## src/rtl/spp_regs.svh

```systemverilog
`ifndef SPP_REGS_SVH
`define SPP_REGS_SVH

// core clock period
`define SPP_CLK_PERIOD_NS  100

// pin count and default parameter value
`define SPP_PINS           4
`define SPP_DEFAULT_VALUE  4'hF
`define SPP_CNT_W          8

// lead of data/release before strobe fall, allowed 100..600 ns
`define SPP_LEAD_NS        500
`define SPP_LEAD_CYC       (`SPP_LEAD_NS / `SPP_CLK_PERIOD_NS)

// strobe width, allowed 5000..6000 ns, least value rounded up
`define SPP_STROBE_MIN_NS  5000
`define SPP_STROBE_CYC     ((`SPP_STROBE_MIN_NS + `SPP_CLK_PERIOD_NS - 1) \
                            / `SPP_CLK_PERIOD_NS)

// driver release after strobe fall in multiplex mode, 100..600 ns
`define SPP_HOLD_NS        500
`define SPP_HOLD_CYC       (`SPP_HOLD_NS / `SPP_CLK_PERIOD_NS)

// input acceptance after data reaches the pins, 11000..13500 ns
`define SPP_ACCEPT_MIN_NS  11000
`define SPP_ACCEPT_CYC     ((`SPP_ACCEPT_MIN_NS + `SPP_CLK_PERIOD_NS - 1) \
                            / `SPP_CLK_PERIOD_NS)

`endif

```

## src/rtl/spp_pkg.sv

```systemverilog
`include "spp_regs.svh"

package spp_pkg;
    typedef logic [`SPP_PINS-1:0] spp_nib_t;
    typedef logic [`SPP_CNT_W-1:0] spp_cnt_t;
    typedef enum logic [1:0] {
        SPP_IDLE,
        SPP_LEAD,
        SPP_STROBE,
        SPP_SETTLE
    } spp_state_t;
endpackage

```

## src/rtl/spp_pin_if.sv

```systemverilog
`timescale 1ns/10ps
`default_nettype none

interface spp_pin_if;
    import spp_pkg::*;
    spp_nib_t value;
    logic     drive_en;
    logic     mux;
    logic     sample;
    spp_nib_t ret_data;

    modport ctrl (
        output value,
        output drive_en,
        output mux,
        output sample,
        input  ret_data
    );

    modport pins (
        input  value,
        input  drive_en,
        input  mux,
        input  sample,
        output ret_data
    );
endinterface

`default_nettype wire

```

## src/rtl/spp_param_port.sv

```systemverilog
// What this block does
// - four parameter pins are open-drain pull-downs with input samplers.
// - new values are latched in the output register, then driven to pins.
// - pins are sampled 11 to 13.5 us after new data reaches them.
// - with multiplex clear, returned bit is driven bit AND pin level.
// - with multiplex set, returned bit is the external pin level only.
// - every new parameter value is announced by a strobe pulse.
// - strobe pulse lasts 5 to 6 us.
// - bits driven low are valid 0.1 to 0.6 us before strobe fall.
// - released bits are high impedance 0.1 to 0.6 us before strobe fall.
// - in multiplex mode drivers go high impedance 0.1 to 0.6 us after strobe fall.
// - after reset the data port stays off until first parameter write.
// - reset or address deletion loads 0xF and releases all drivers.
// - forced defaults also get a strobe with normal lead and width.
// - in multiplex mode drivers switch off before input sampling.
// - multiplex flag comes from configuration; release only when set.
`timescale 1ns/10ps
`default_nettype none
`include "spp_regs.svh"

module spp_param_port
    import spp_pkg::*;
(
    // clock and reset
    input  wire logic     core_clk,
    input  wire logic     rstn,
    // configuration
    input  wire logic     slave_mode,
    input  wire logic     mux_param_cfg,
    // parameter writes from the network
    input  wire logic     param_wr_valid,
    input  wire spp_nib_t param_wr_data,
    output logic          param_wr_ready,
    input  wire logic     delete_req,
    // parameter pins, open drain
    input  wire spp_nib_t param_pins_in,
    output logic          param_pins_out,
    output spp_nib_t      param_pins_oe,
    output logic          parameter_strobe_n,
    // returned data and data port gate
    output logic          return_valid,
    output spp_nib_t      return_data,
    output logic          data_port_en
);
    localparam spp_cnt_t LEAD_C   = spp_cnt_t'(`SPP_LEAD_CYC);
    localparam spp_cnt_t STROBE_C = spp_cnt_t'(`SPP_STROBE_CYC);
    localparam spp_cnt_t HOLD_C   = spp_cnt_t'(`SPP_HOLD_CYC);
    localparam spp_cnt_t ACCEPT_C = spp_cnt_t'(`SPP_ACCEPT_CYC);

    spp_pin_if pif ();

    spp_state_t state_r;
    spp_state_t state_nxt;
    spp_cnt_t   cnt_r;
    spp_cnt_t   cnt_nxt;
    spp_nib_t   value_r;
    spp_nib_t   value_nxt;
    logic       def_pend_r;
    logic       def_pend_nxt;
    logic       drive_en_r;
    logic       drive_en_nxt;
    logic       mux_r;
    logic       strobe_n_r;
    logic       ret_valid_r;
    logic       dp_en_r;

    function automatic logic at(input spp_cnt_t n);
        at = (cnt_r == n);
    endfunction

    wire idle       = (state_r == SPP_IDLE);
    wire start_def  = idle && def_pend_r && slave_mode;
    wire start_wr   = param_wr_valid && param_wr_ready;
    wire start      = start_def || start_wr;
    wire lead_end   = (state_r == SPP_LEAD) && at(LEAD_C - 8'h01);
    wire strobe_end = (state_r == SPP_STROBE)
                      && at(LEAD_C + STROBE_C - 8'h01);
    wire release_pt = mux_r && (state_r == SPP_STROBE)
                      && at(LEAD_C + HOLD_C - 8'h01);
    // one point inside the acceptance window; partner holds levels there
    wire sample_pt  = (state_r == SPP_SETTLE)
                      && at(ACCEPT_C);

    // defaults win over writes; a new deletion in slave mode is never lost
    assign param_wr_ready = idle && slave_mode && !def_pend_r;
    assign def_pend_nxt   = (def_pend_r && !start_def)
                            || (delete_req && slave_mode);
    assign value_nxt      = start_def ? `SPP_DEFAULT_VALUE
                          : start_wr  ? param_wr_data
                          : value_r;
    assign drive_en_nxt   = !slave_mode ? 1'b0
                          : start       ? 1'b1
                          : release_pt  ? 1'b0
                          : drive_en_r;
    assign cnt_nxt        = idle ? '0 : cnt_r + 8'h01;

    always_comb begin
        state_nxt = state_r;
        case (state_r)
            SPP_IDLE:   if (start) state_nxt = SPP_LEAD;
            SPP_LEAD:   if (lead_end) state_nxt = SPP_STROBE;
            SPP_STROBE: if (strobe_end) state_nxt = SPP_SETTLE;
            SPP_SETTLE: if (sample_pt) state_nxt = SPP_IDLE;
            default:    state_nxt = SPP_IDLE;
        endcase
    end

    always_ff @(posedge core_clk or negedge rstn) begin
        if (!rstn) begin
            state_r    <= SPP_IDLE;
            cnt_r      <= '0;
            def_pend_r <= 1'b1;
            value_r    <= `SPP_DEFAULT_VALUE;
        end else begin
            state_r    <= state_nxt;
            cnt_r      <= cnt_nxt;
            def_pend_r <= def_pend_nxt;
            value_r    <= value_nxt;
        end
    end

    always_ff @(posedge core_clk or negedge rstn) begin
        if (!rstn) begin
            drive_en_r  <= 1'b0;
            mux_r       <= 1'b0;
            strobe_n_r  <= 1'b1;
            ret_valid_r <= 1'b0;
            dp_en_r     <= 1'b0;
        end else begin
            drive_en_r  <= drive_en_nxt;
            if (start) begin
                mux_r <= mux_param_cfg;
            end
            strobe_n_r  <= (state_r != SPP_STROBE);
            ret_valid_r <= sample_pt;
            if (start_wr) begin
                dp_en_r <= 1'b1;
            end
        end
    end

    assign pif.value    = value_r;
    assign pif.drive_en = drive_en_r;
    assign pif.mux      = mux_r;
    assign pif.sample   = sample_pt;

    spp_pin_bank u_pins (
        .core_clk (core_clk),
        .rstn     (rstn),
        .ctl      (pif),
        .pins_in  (param_pins_in),
        .pins_out (param_pins_out),
        .pins_oe  (param_pins_oe)
    );

    assign parameter_strobe_n = strobe_n_r;
    assign return_valid       = ret_valid_r;
    assign return_data        = pif.ret_data;
    assign data_port_en       = dp_en_r;
endmodule

`default_nettype wire

```

## src/rtl/spp_pin_bank.sv

```systemverilog
`timescale 1ns/10ps
`default_nettype none
`include "spp_regs.svh"

module spp_pin_bank
    import spp_pkg::*;
(
    // clock and reset
    input  wire logic     core_clk,
    input  wire logic     rstn,
    // sequencer side
    spp_pin_if.pins       ctl,
    // open-drain pins
    input  wire spp_nib_t pins_in,
    output logic          pins_out,
    output spp_nib_t      pins_oe
);
    spp_nib_t oe_r;
    spp_nib_t ret_r;
    spp_nib_t oe_nxt;
    spp_nib_t ret_nxt;

    // pull-down only: a one bit is released, never driven high
    assign pins_out = 1'b0;
    assign oe_nxt   = ctl.drive_en ? ~ctl.value : '0;
    assign ret_nxt  = ctl.mux ? pins_in
                              : (pins_in & ctl.value);
    assign pins_oe      = oe_r;
    assign ctl.ret_data = ret_r;

    always_ff @(posedge core_clk or negedge rstn) begin
        if (!rstn) begin
            oe_r <= '0;
        end else begin
            oe_r <= oe_nxt;
        end
    end

    always_ff @(posedge core_clk or negedge rstn) begin
        if (!rstn) begin
            ret_r <= `SPP_DEFAULT_VALUE;
        end else if (ctl.sample) begin
            ret_r <= ret_nxt;
        end
    end
endmodule

`default_nettype wire

```

## config.mk

```make
export PLATFORM = sky130hd
export DESIGN_NAME = spp_param_port
export DESIGN_NICKNAME = d
export VERILOG_FILES = /design/src/rtl/spp_pkg.sv /design/src/rtl/spp_pin_if.sv /design/src/rtl/spp_param_port.sv /design/src/rtl/spp_pin_bank.sv
export VERILOG_INCLUDE_DIRS = /design/src /design/src/rtl
export SDC_FILE = /design/constraint.sdc
export NUM_CORES = 1
export LEC_CHECK = 0
export ABC_AREA = 1
export BUFFER_PORTS_ARGS = -buffer_cell sky130_fd_sc_hd__buf_2
export CAP_MARGIN = 20
export CORE_MARGIN = 3
export CORE_UTILIZATION = 30
export CTS_CLUSTER_DIAMETER = 200
export CTS_CLUSTER_SIZE = 10
export DETAILED_ROUTE_END_ITERATION = 7
export HOLD_SLACK_MARGIN = 0.03
export PLACE_DENSITY_LB_ADDON = 0.08
export SKIP_CTS_REPAIR_TIMING = 1
export SLEW_MARGIN = 20
export SYNTH_ARGS = -nofsm -noshare
export SYNTH_HDL_FRONTEND = slang
export SYNTH_SLANG_ARGS = --single-unit
```

## constraint.sdc

```tcl
create_clock -name core_clk -period 2.5 [get_ports core_clk]
set_input_delay 0.25 -clock core_clk [delete_from_list [all_inputs] [get_ports core_clk]]
set_output_delay 0.25 -clock core_clk [all_outputs]
set_load 0.03 [all_outputs]
```

==> impl_metrics.toml, run 1 <==
[timing]
timing.slew.headroom_pct = 57.84
whs_ns = -0.02320
setup_viol = 0
max_freq_ghz = 0.5646
hold_viol = 18
fin_crit_sh_pct = 70.84
rsz0062_at_grt = "false"
slew_violations = 0
layout_min_cycle_time_ns = 1.771
worst_pin_slew_ns = 0.6324
setup_tns_ns = 0
final.setup_skew_ns = 0.009334

[synth]
synth_edf_count = 0
syn_area_sq_um = 1378
synth_top_cell_by_area = "dfrtp_1"
ys_top_cells_by_area = "dfrtp_1 (33%), dfstp_2 (19%), nand2_1 (12%), ha_1 (7.3%), o21ai_0 (5.4%)"
synth_top_area_share_pct = 32.70
async_reset_ff_share_pct = 100.0
syn_area_per_cell_sq_um = 8.504
postSynthCellCount = 162
seq_area_frac_synth_pct = 51.77
synth_common_cells = "nand2_1 (43), inv_1 (19), nor2_1 (19), dfrtp_1 (18), o21ai_0 (15)"
yosys.cell_types.count = 22
ys.flop_type = "dfrtp_1"
synthMostInstantiatedCell = "nand2_1"
yosys_warnings = 0
ys_ff_latch = 28
synth.net_count = 184

[clock_tree]
htreeDepth = 1
cts_buffers = 3
clock-sinks = 28
cts-root-buf = "clkbuf_8"
clock_path_buffers = 2
clkTransAtPathRegs_ns = 0.11
clock_latency_ns = 0.28
cts_tree = "yes"

[pwr]
power_frac_seq_pct = 43.3
p_leak_nw = 0.8535
p_int_mw = 1.009
clockPowerShare_pct = 22.2
powerDensity_nw_per_um2 = 1004
peakVddDrop_mv = 0.4124
total_power_mw = 1.638
switching_power_mw = 0.6296
comb_power_share_pct = 34.5
p_sw_share_pct = 38.43

[finish]
layout.nets = 213
multi_input_area_sq_um = 581.8
final_util_pct = 37.21
fillers = 464
diodes = 0
area_growth_pct = 18.44
seq_area_sq_um = 713.2
drive_above_1_share_pct = 25.79

[worst_setup_path]
crit_type = "reg -> out"
r2r_setup_slack_ns = 0.96
cp-start-kind = "register"
reg2reg_depth = 9
crit_slowest_cell = "dfrtp_1"
cp_num_buf_inv = 2
crit_arrival_ns = 1.52
cpLargestDelayFamily = "flip-flops"
critPathRequiredTime_ns = 2.25
max_stage_delay_ns = 0.43
r2r-end = "state_r[0]"
r2r_start = "state_r[0]"
worst_setup_path_end_kind = "output port"
crit_chain = "inv_1 -> ha_1 -> nand2_1 -> nor2_1 -> buf_2"
path_max_fanout = 6

[route]
wl_met2_um = 1331
met3_length_um = 149
wl_met1_um = 1353
wl_per_cell_um = 11.81
routed.top_layer = "met4"
drc = 0
route.vias.total = 1074
drtAntennaViolNets = 0
firstDrtPassIters = 4
drt-initial-drc-count = 32
via_per_inst = 4.438
drt_wl_total_um = 2858

[status]
violations = "negative hold slack"
status = "finished with violations"

[global_routing]
grt_pass1_wl_um = 4905
track_usage_pct = 11.68
grt_max_degree = 29
antenna_found_initial = 0
gr-total-overflow = 0
grt_pass1_vias = 1074

[floorplanning]
die-area_sq_um = 5441
boundaryPins = 27
fp.dieH_um = 73.77
die_w_um = 73.77
initial_core_util_pct = 31.42
coreArea_sq_um = 4384
num_rows = 24

[min_path]
hold_path_class = "in -> async"

[placed_design]
port-buffer-count = 25
hpwl_um = 2194
gp_congestion = 0.7288

[flow_run]
max_cap_violations = 0
==> metal layers <==
layer / GRT usage, % / vias up
met3: 2.189 / 2
met5: 0 / -
met4: 3.622 / 0
met1: 16.34 / 490
met2: 18.21 / 25
li1: - / 557
==> kinds of logic (layout without fill, tap and decap cells) <==
group	after synthesis	count (layout)	share of synthesized area (%)
and+or+nand+nor	81	81	26.07
adders and majority gates	8	8	7.266
DFF	28	28	51.77
other	1	1	0.2722
AOI/OAI and AO/OA	23	23	8.628
buffers and inverters	21	49	5.995
==> state kept, by name (all words and copies together) (netlist names) <==
name	cells
pif.value	4
def_pend_r	1
parameter_strobe_n	1
u_pins.pins_oe	4
data_port_en	1
return_valid	1
u_pins.ctl.ret_data	4
state_r	2
mux_r	1
drive_en_r	1
cnt_r	8
==> per-stage QoR <==
| stage | instance area [sq um] | std cells | setup slack, ns |
|---|---|---|---|
| floorplan | 1378 | 162 | 0.8200 |
| global placement | 1560 | 238 | 1.022 |
| detailed placement | 1560 | 238 | 0.9606 |
| CTS | 1632 | 242 | 0.7089 |
| global route | 1632 | 242 | 0.5970 |
| finish | 1632 | 242 | 0.7290 |
==> power by group through the flow <==
stage          clock [mW]  sequential (mW)  combinational, mW
2_1_floorplan           0            0.742              0.388
3_3_place_gp            0            0.716              0.567
3_5_place_dp            0            0.721              0.574
4_1_cts             0.375            0.713              0.576
5_1_grt             0.392            0.738              0.650
6_report            0.364            0.709              0.565
==> layout by cell type, fill, tap and decap left out, drive strengths merged, types with 3 or more instances in the layout <==
master / Yosys / routed
a21oi: 3 / 3
buf: 1 / 25
clkbuf: 0 / 3
dfrtp: 18 / 18
dfstp: 10 / 10
ha: 8 / 8
inv: 20 / 20
nand2: 47 / 47
nand3: 7 / 7
nor2: 22 / 22
nor3: 3 / 3
o21ai: 20 / 20
==> cell type report <==
type / instances / share of cell area [%]
Sequential cell: 28 / 43.71
Multi-Input combinational cell: 113 / 35.66
Timing Repair Buffer: 25 / 7.669
Inverter: 20 / 4.601
Tap cell: 52 / 3.988
Clock buffer: 3 / 2.531
Clock inverter: 1 / 1.840
==> worst max path at each step <==
stage | to | cells past startpoint | slack, ns | startpoint
3_5_place_dp | state_r[0] | 9 | 0.96 | state_r[0]
3_3_place_gp | state_r[1] | 9 | 1.02 | state_r[0]
5_1_grt | param_wr_ready | 5 | 0.60 | state_r[0]
6_report | param_wr_ready | 5 | 0.73 | state_r[0]
2_1_floorplan | pif.value[0] | 7 | 0.82 | state_r[0]
4_1_cts | param_wr_ready | 5 | 0.71 | state_r[0]
Power figures use the tool's default switching activity.
==> run 2, diff against run 1 <==
Settings changed: ABC_AREA 1 to 0.
Clock period 2.5 ns to 1.8 ns, I/O delays scaled along.
==> run 2 against run 1 <==
The flow now finishes without violations. Combinational power is 93% lower. First-iteration DRC count decreased by 6.3%. Non-clock buffer count grew 8. Critical path depth shrank 1. Via count down 7.5%. Die area fell by 0.18%. Total power shrank 29%. Area after synthesis decreased by 0.18%. Core utilization grew 2.5 points. Routed wire length is 0.80% higher. Critical path type is now reg -> reg. Largest cell class unchanged. Largest power group unchanged.
==> impl_metrics.toml, run 2 <==
[min_path]
hp-start = "mux_param_cfg"
hold_path_class = "in -> reg"
worstHoldPathCells = 2
hold-path-endpoint = "mux_r"

[timing]
fin_ws_ns = 0.003556
fin_crit_sh_pct = 99.80
hold_viol = 0
rsz0062_at_grt = "true"
layout_min_cycle_time_ns = 1.796
timing.slew.headroom_pct = 57.53
slew_violations = 0
worst_pin_slew_ns = 0.6370
final.setup_skew_ns = 0.001124
max_freq_ghz = 0.5567
setup_viol = 0

[route]
drtAntennaViolNets = 0
wl_per_cell_um = 13.99
drt-initial-drc-count = 30
drc = 0
route.vias.total = 993
via_per_inst = 4.820
drt_wl_total_um = 2881
firstDrtPassIters = 4

[synth]
syn_area_per_cell_sq_um = 10.91
synth_top_area_share_pct = 32.76
async_reset_ff_share_pct = 100.0
synth.net_count = 148
yosys.cell_types.count = 33
ys.flop_type = "dfrtp_1"
synth_edf_count = 0
seq_area_frac_synth_pct = 51.87
synthMostInstantiatedCell = "dfrtp_1"
syn_area_sq_um = 1375
yosys_warnings = 0
ys_top_cells_by_area = "dfrtp_1 (33%), dfstp_2 (19%), ha_1 (7.3%), o22a_1 (5.1%), xor2_1 (3.2%)"
postSynthCellCount = 126
ys_ff_latch = 28
synth_top_cell_by_area = "dfrtp_1"
synth_common_cells = "dfrtp_1 (18), dfstp_2 (10), nand2_1 (9), nor2_1 (9)"

[placed_design]
gp_congestion = 0.7510
place_ws_ns = 0.01967
placed_area_sq_um = 1578
hpwl_um = 2161
port-buffer-count = 25
dp_cells = 200

[worst_setup_path]
crit_arrival_ns = 1.96
worst_setup_path_end_kind = "register"
max_stage_delay_ns = 0.55
critPathRequiredTime_ns = 1.97
crit_type = "reg -> reg"
cp_num_buf_inv = 0
r2r_start = "cnt_r[6]"
reg2reg_depth = 4
crit_chain = "or4b_4 -> o41ai_4 -> nand4_2 -> mux2_4"
cp-start-kind = "register"
r2r_setup_slack_ns = 0.004
crit_slowest_cell = "or4b_4"
r2r-end = "state_r[1]"
path_max_fanout = 2
cpLargestDelayFamily = "simple AND/OR/NAND/NOR gates"

[finish]
final_cell_mix = "buf_2 (25), dfrtp_1 (18), dfstp_2 (10)"
diodes = 0
layout.nets = 179
top_register = "cnt_r"
fin_cells = 206
drive_above_1_share_pct = 32.69
fillers = 426
layout_commonest_cell = "buf_2"
largest_register_ffs = 8
fin_area_sq_um = 1669
final_util_pct = 39.73
area_growth_pct = 21.38

[floorplanning]
fp.dieH_um = 73.70
die-area_sq_um = 5432
boundaryPins = 27
num_rows = 23
die_w_um = 73.70
coreArea_sq_um = 4202
initial_core_util_pct = 32.73

[clock_tree]
cts_tree = "yes"
cts_buffers = 3
clock-sinks = 28
clock_path_buffers = 2
clock_latency_ns = 0.27
clkTransAtPathRegs_ns = 0.10
htreeDepth = 1
cts-root-buf = "clkbuf_8"

[pwr]
p_leak_nw = 0.7952
total_power_mw = 1.166
clockPowerShare_pct = 42.6
peakVddDrop_mv = 0.2548
p_int_mw = 0.9436
p_sw_share_pct = 19.10
switching_power_mw = 0.2228
comb_power_share_pct = 3.4
power_frac_seq_pct = 54.0
powerDensity_nw_per_um2 = 698.8

[global_routing]
grt_max_degree = 29
track_usage_pct = 11.11
antenna_found_initial = 0
gr-total-overflow = 0
grt_pass1_vias = 954
grt_pass1_wl_um = 4609

[flow_run]
max_cap_violations = 0

[status]
status = "finished clean"
[run 2: layout make-up]
type	count	area (sq um)	share of cell area (%)
Clock inverter	1	30.03	1.799
Tap cell	50	62.56	3.748
Inverter	7	26.28	1.574
Timing Repair Buffer	33	187.7	11.24
Clock buffer	3	41.29	2.474
Sequential cell	28	713.2	42.73
Multi-Input combinational cell	84	608.1	36.43
[run 2: power by group through the flow]
| stage | logic (mW) | clock network (mW) | registers, mW |
|---|---|---|---|
| 5_1_grt | 0.0447 | 0.542 | 0.630 |
| 3_3_place_gp | 0.0383 | 0 | 0.641 |
| 4_1_cts | 0.0391 | 0.519 | 0.630 |
| 6_report | 0.0396 | 0.497 | 0.630 |
| 2_1_floorplan | 0.0128 | 0 | 0.641 |
| 3_5_place_dp | 0.0392 | 0 | 0.641 |
[run 2: layer usage]
metal | GRT usage [%] | up-vias | wire [um]
li1 | - | 491 | -
met1 | 16.29 | 473 | 1442
met2 | 16.63 | 27 | 1303
met3 | 2.052 | 2 | 126
met4 | 3.018 | 0 | 10
met5 | 0 | - | 0
[run 2: worst max path at each step]
stage	startpoint	to	slack, ns	depth (start not counted)
floorplan	cnt_r[6]	state_r[1]	0.02	4
global placement	cnt_r[6]	state_r[1]	0.05	4
detailed placement	cnt_r[6]	state_r[1]	0.02	4
CTS	cnt_r[6]	state_r[1]	0.005	4
global route	cnt_r[6]	state_r[1]	-0.05	4
finish	cnt_r[6]	state_r[1]	0.004	4
[run 2: metrics by stage]
stage	hold slack [ns]	TNS [ns]
floorplan	-0.1156	0
global placement	0.2299	0
detailed placement	0.2477	0
CTS	-0.06400	0
global route	0.09939	-0.04889
finish	0.1131	0
[run 2: kinds of logic (layout without fill, tap and decap cells)]
group / Yosys count / after routing / synth area share, %
buffers and inverters: 14 / 44 / 4.095
adder cells (fa/ha/maj): 8 / 8 / 7.280
XOR/XNOR: 6 / 6 / 3.822
other: 1 / 1 / 0.2727
flip-flops: 28 / 28 / 51.87
multiplexers: 2 / 2 / 1.910
AO/OA/AOI/OAI: 27 / 27 / 14.56
AND/OR/NAND/NOR: 40 / 40 / 16.20
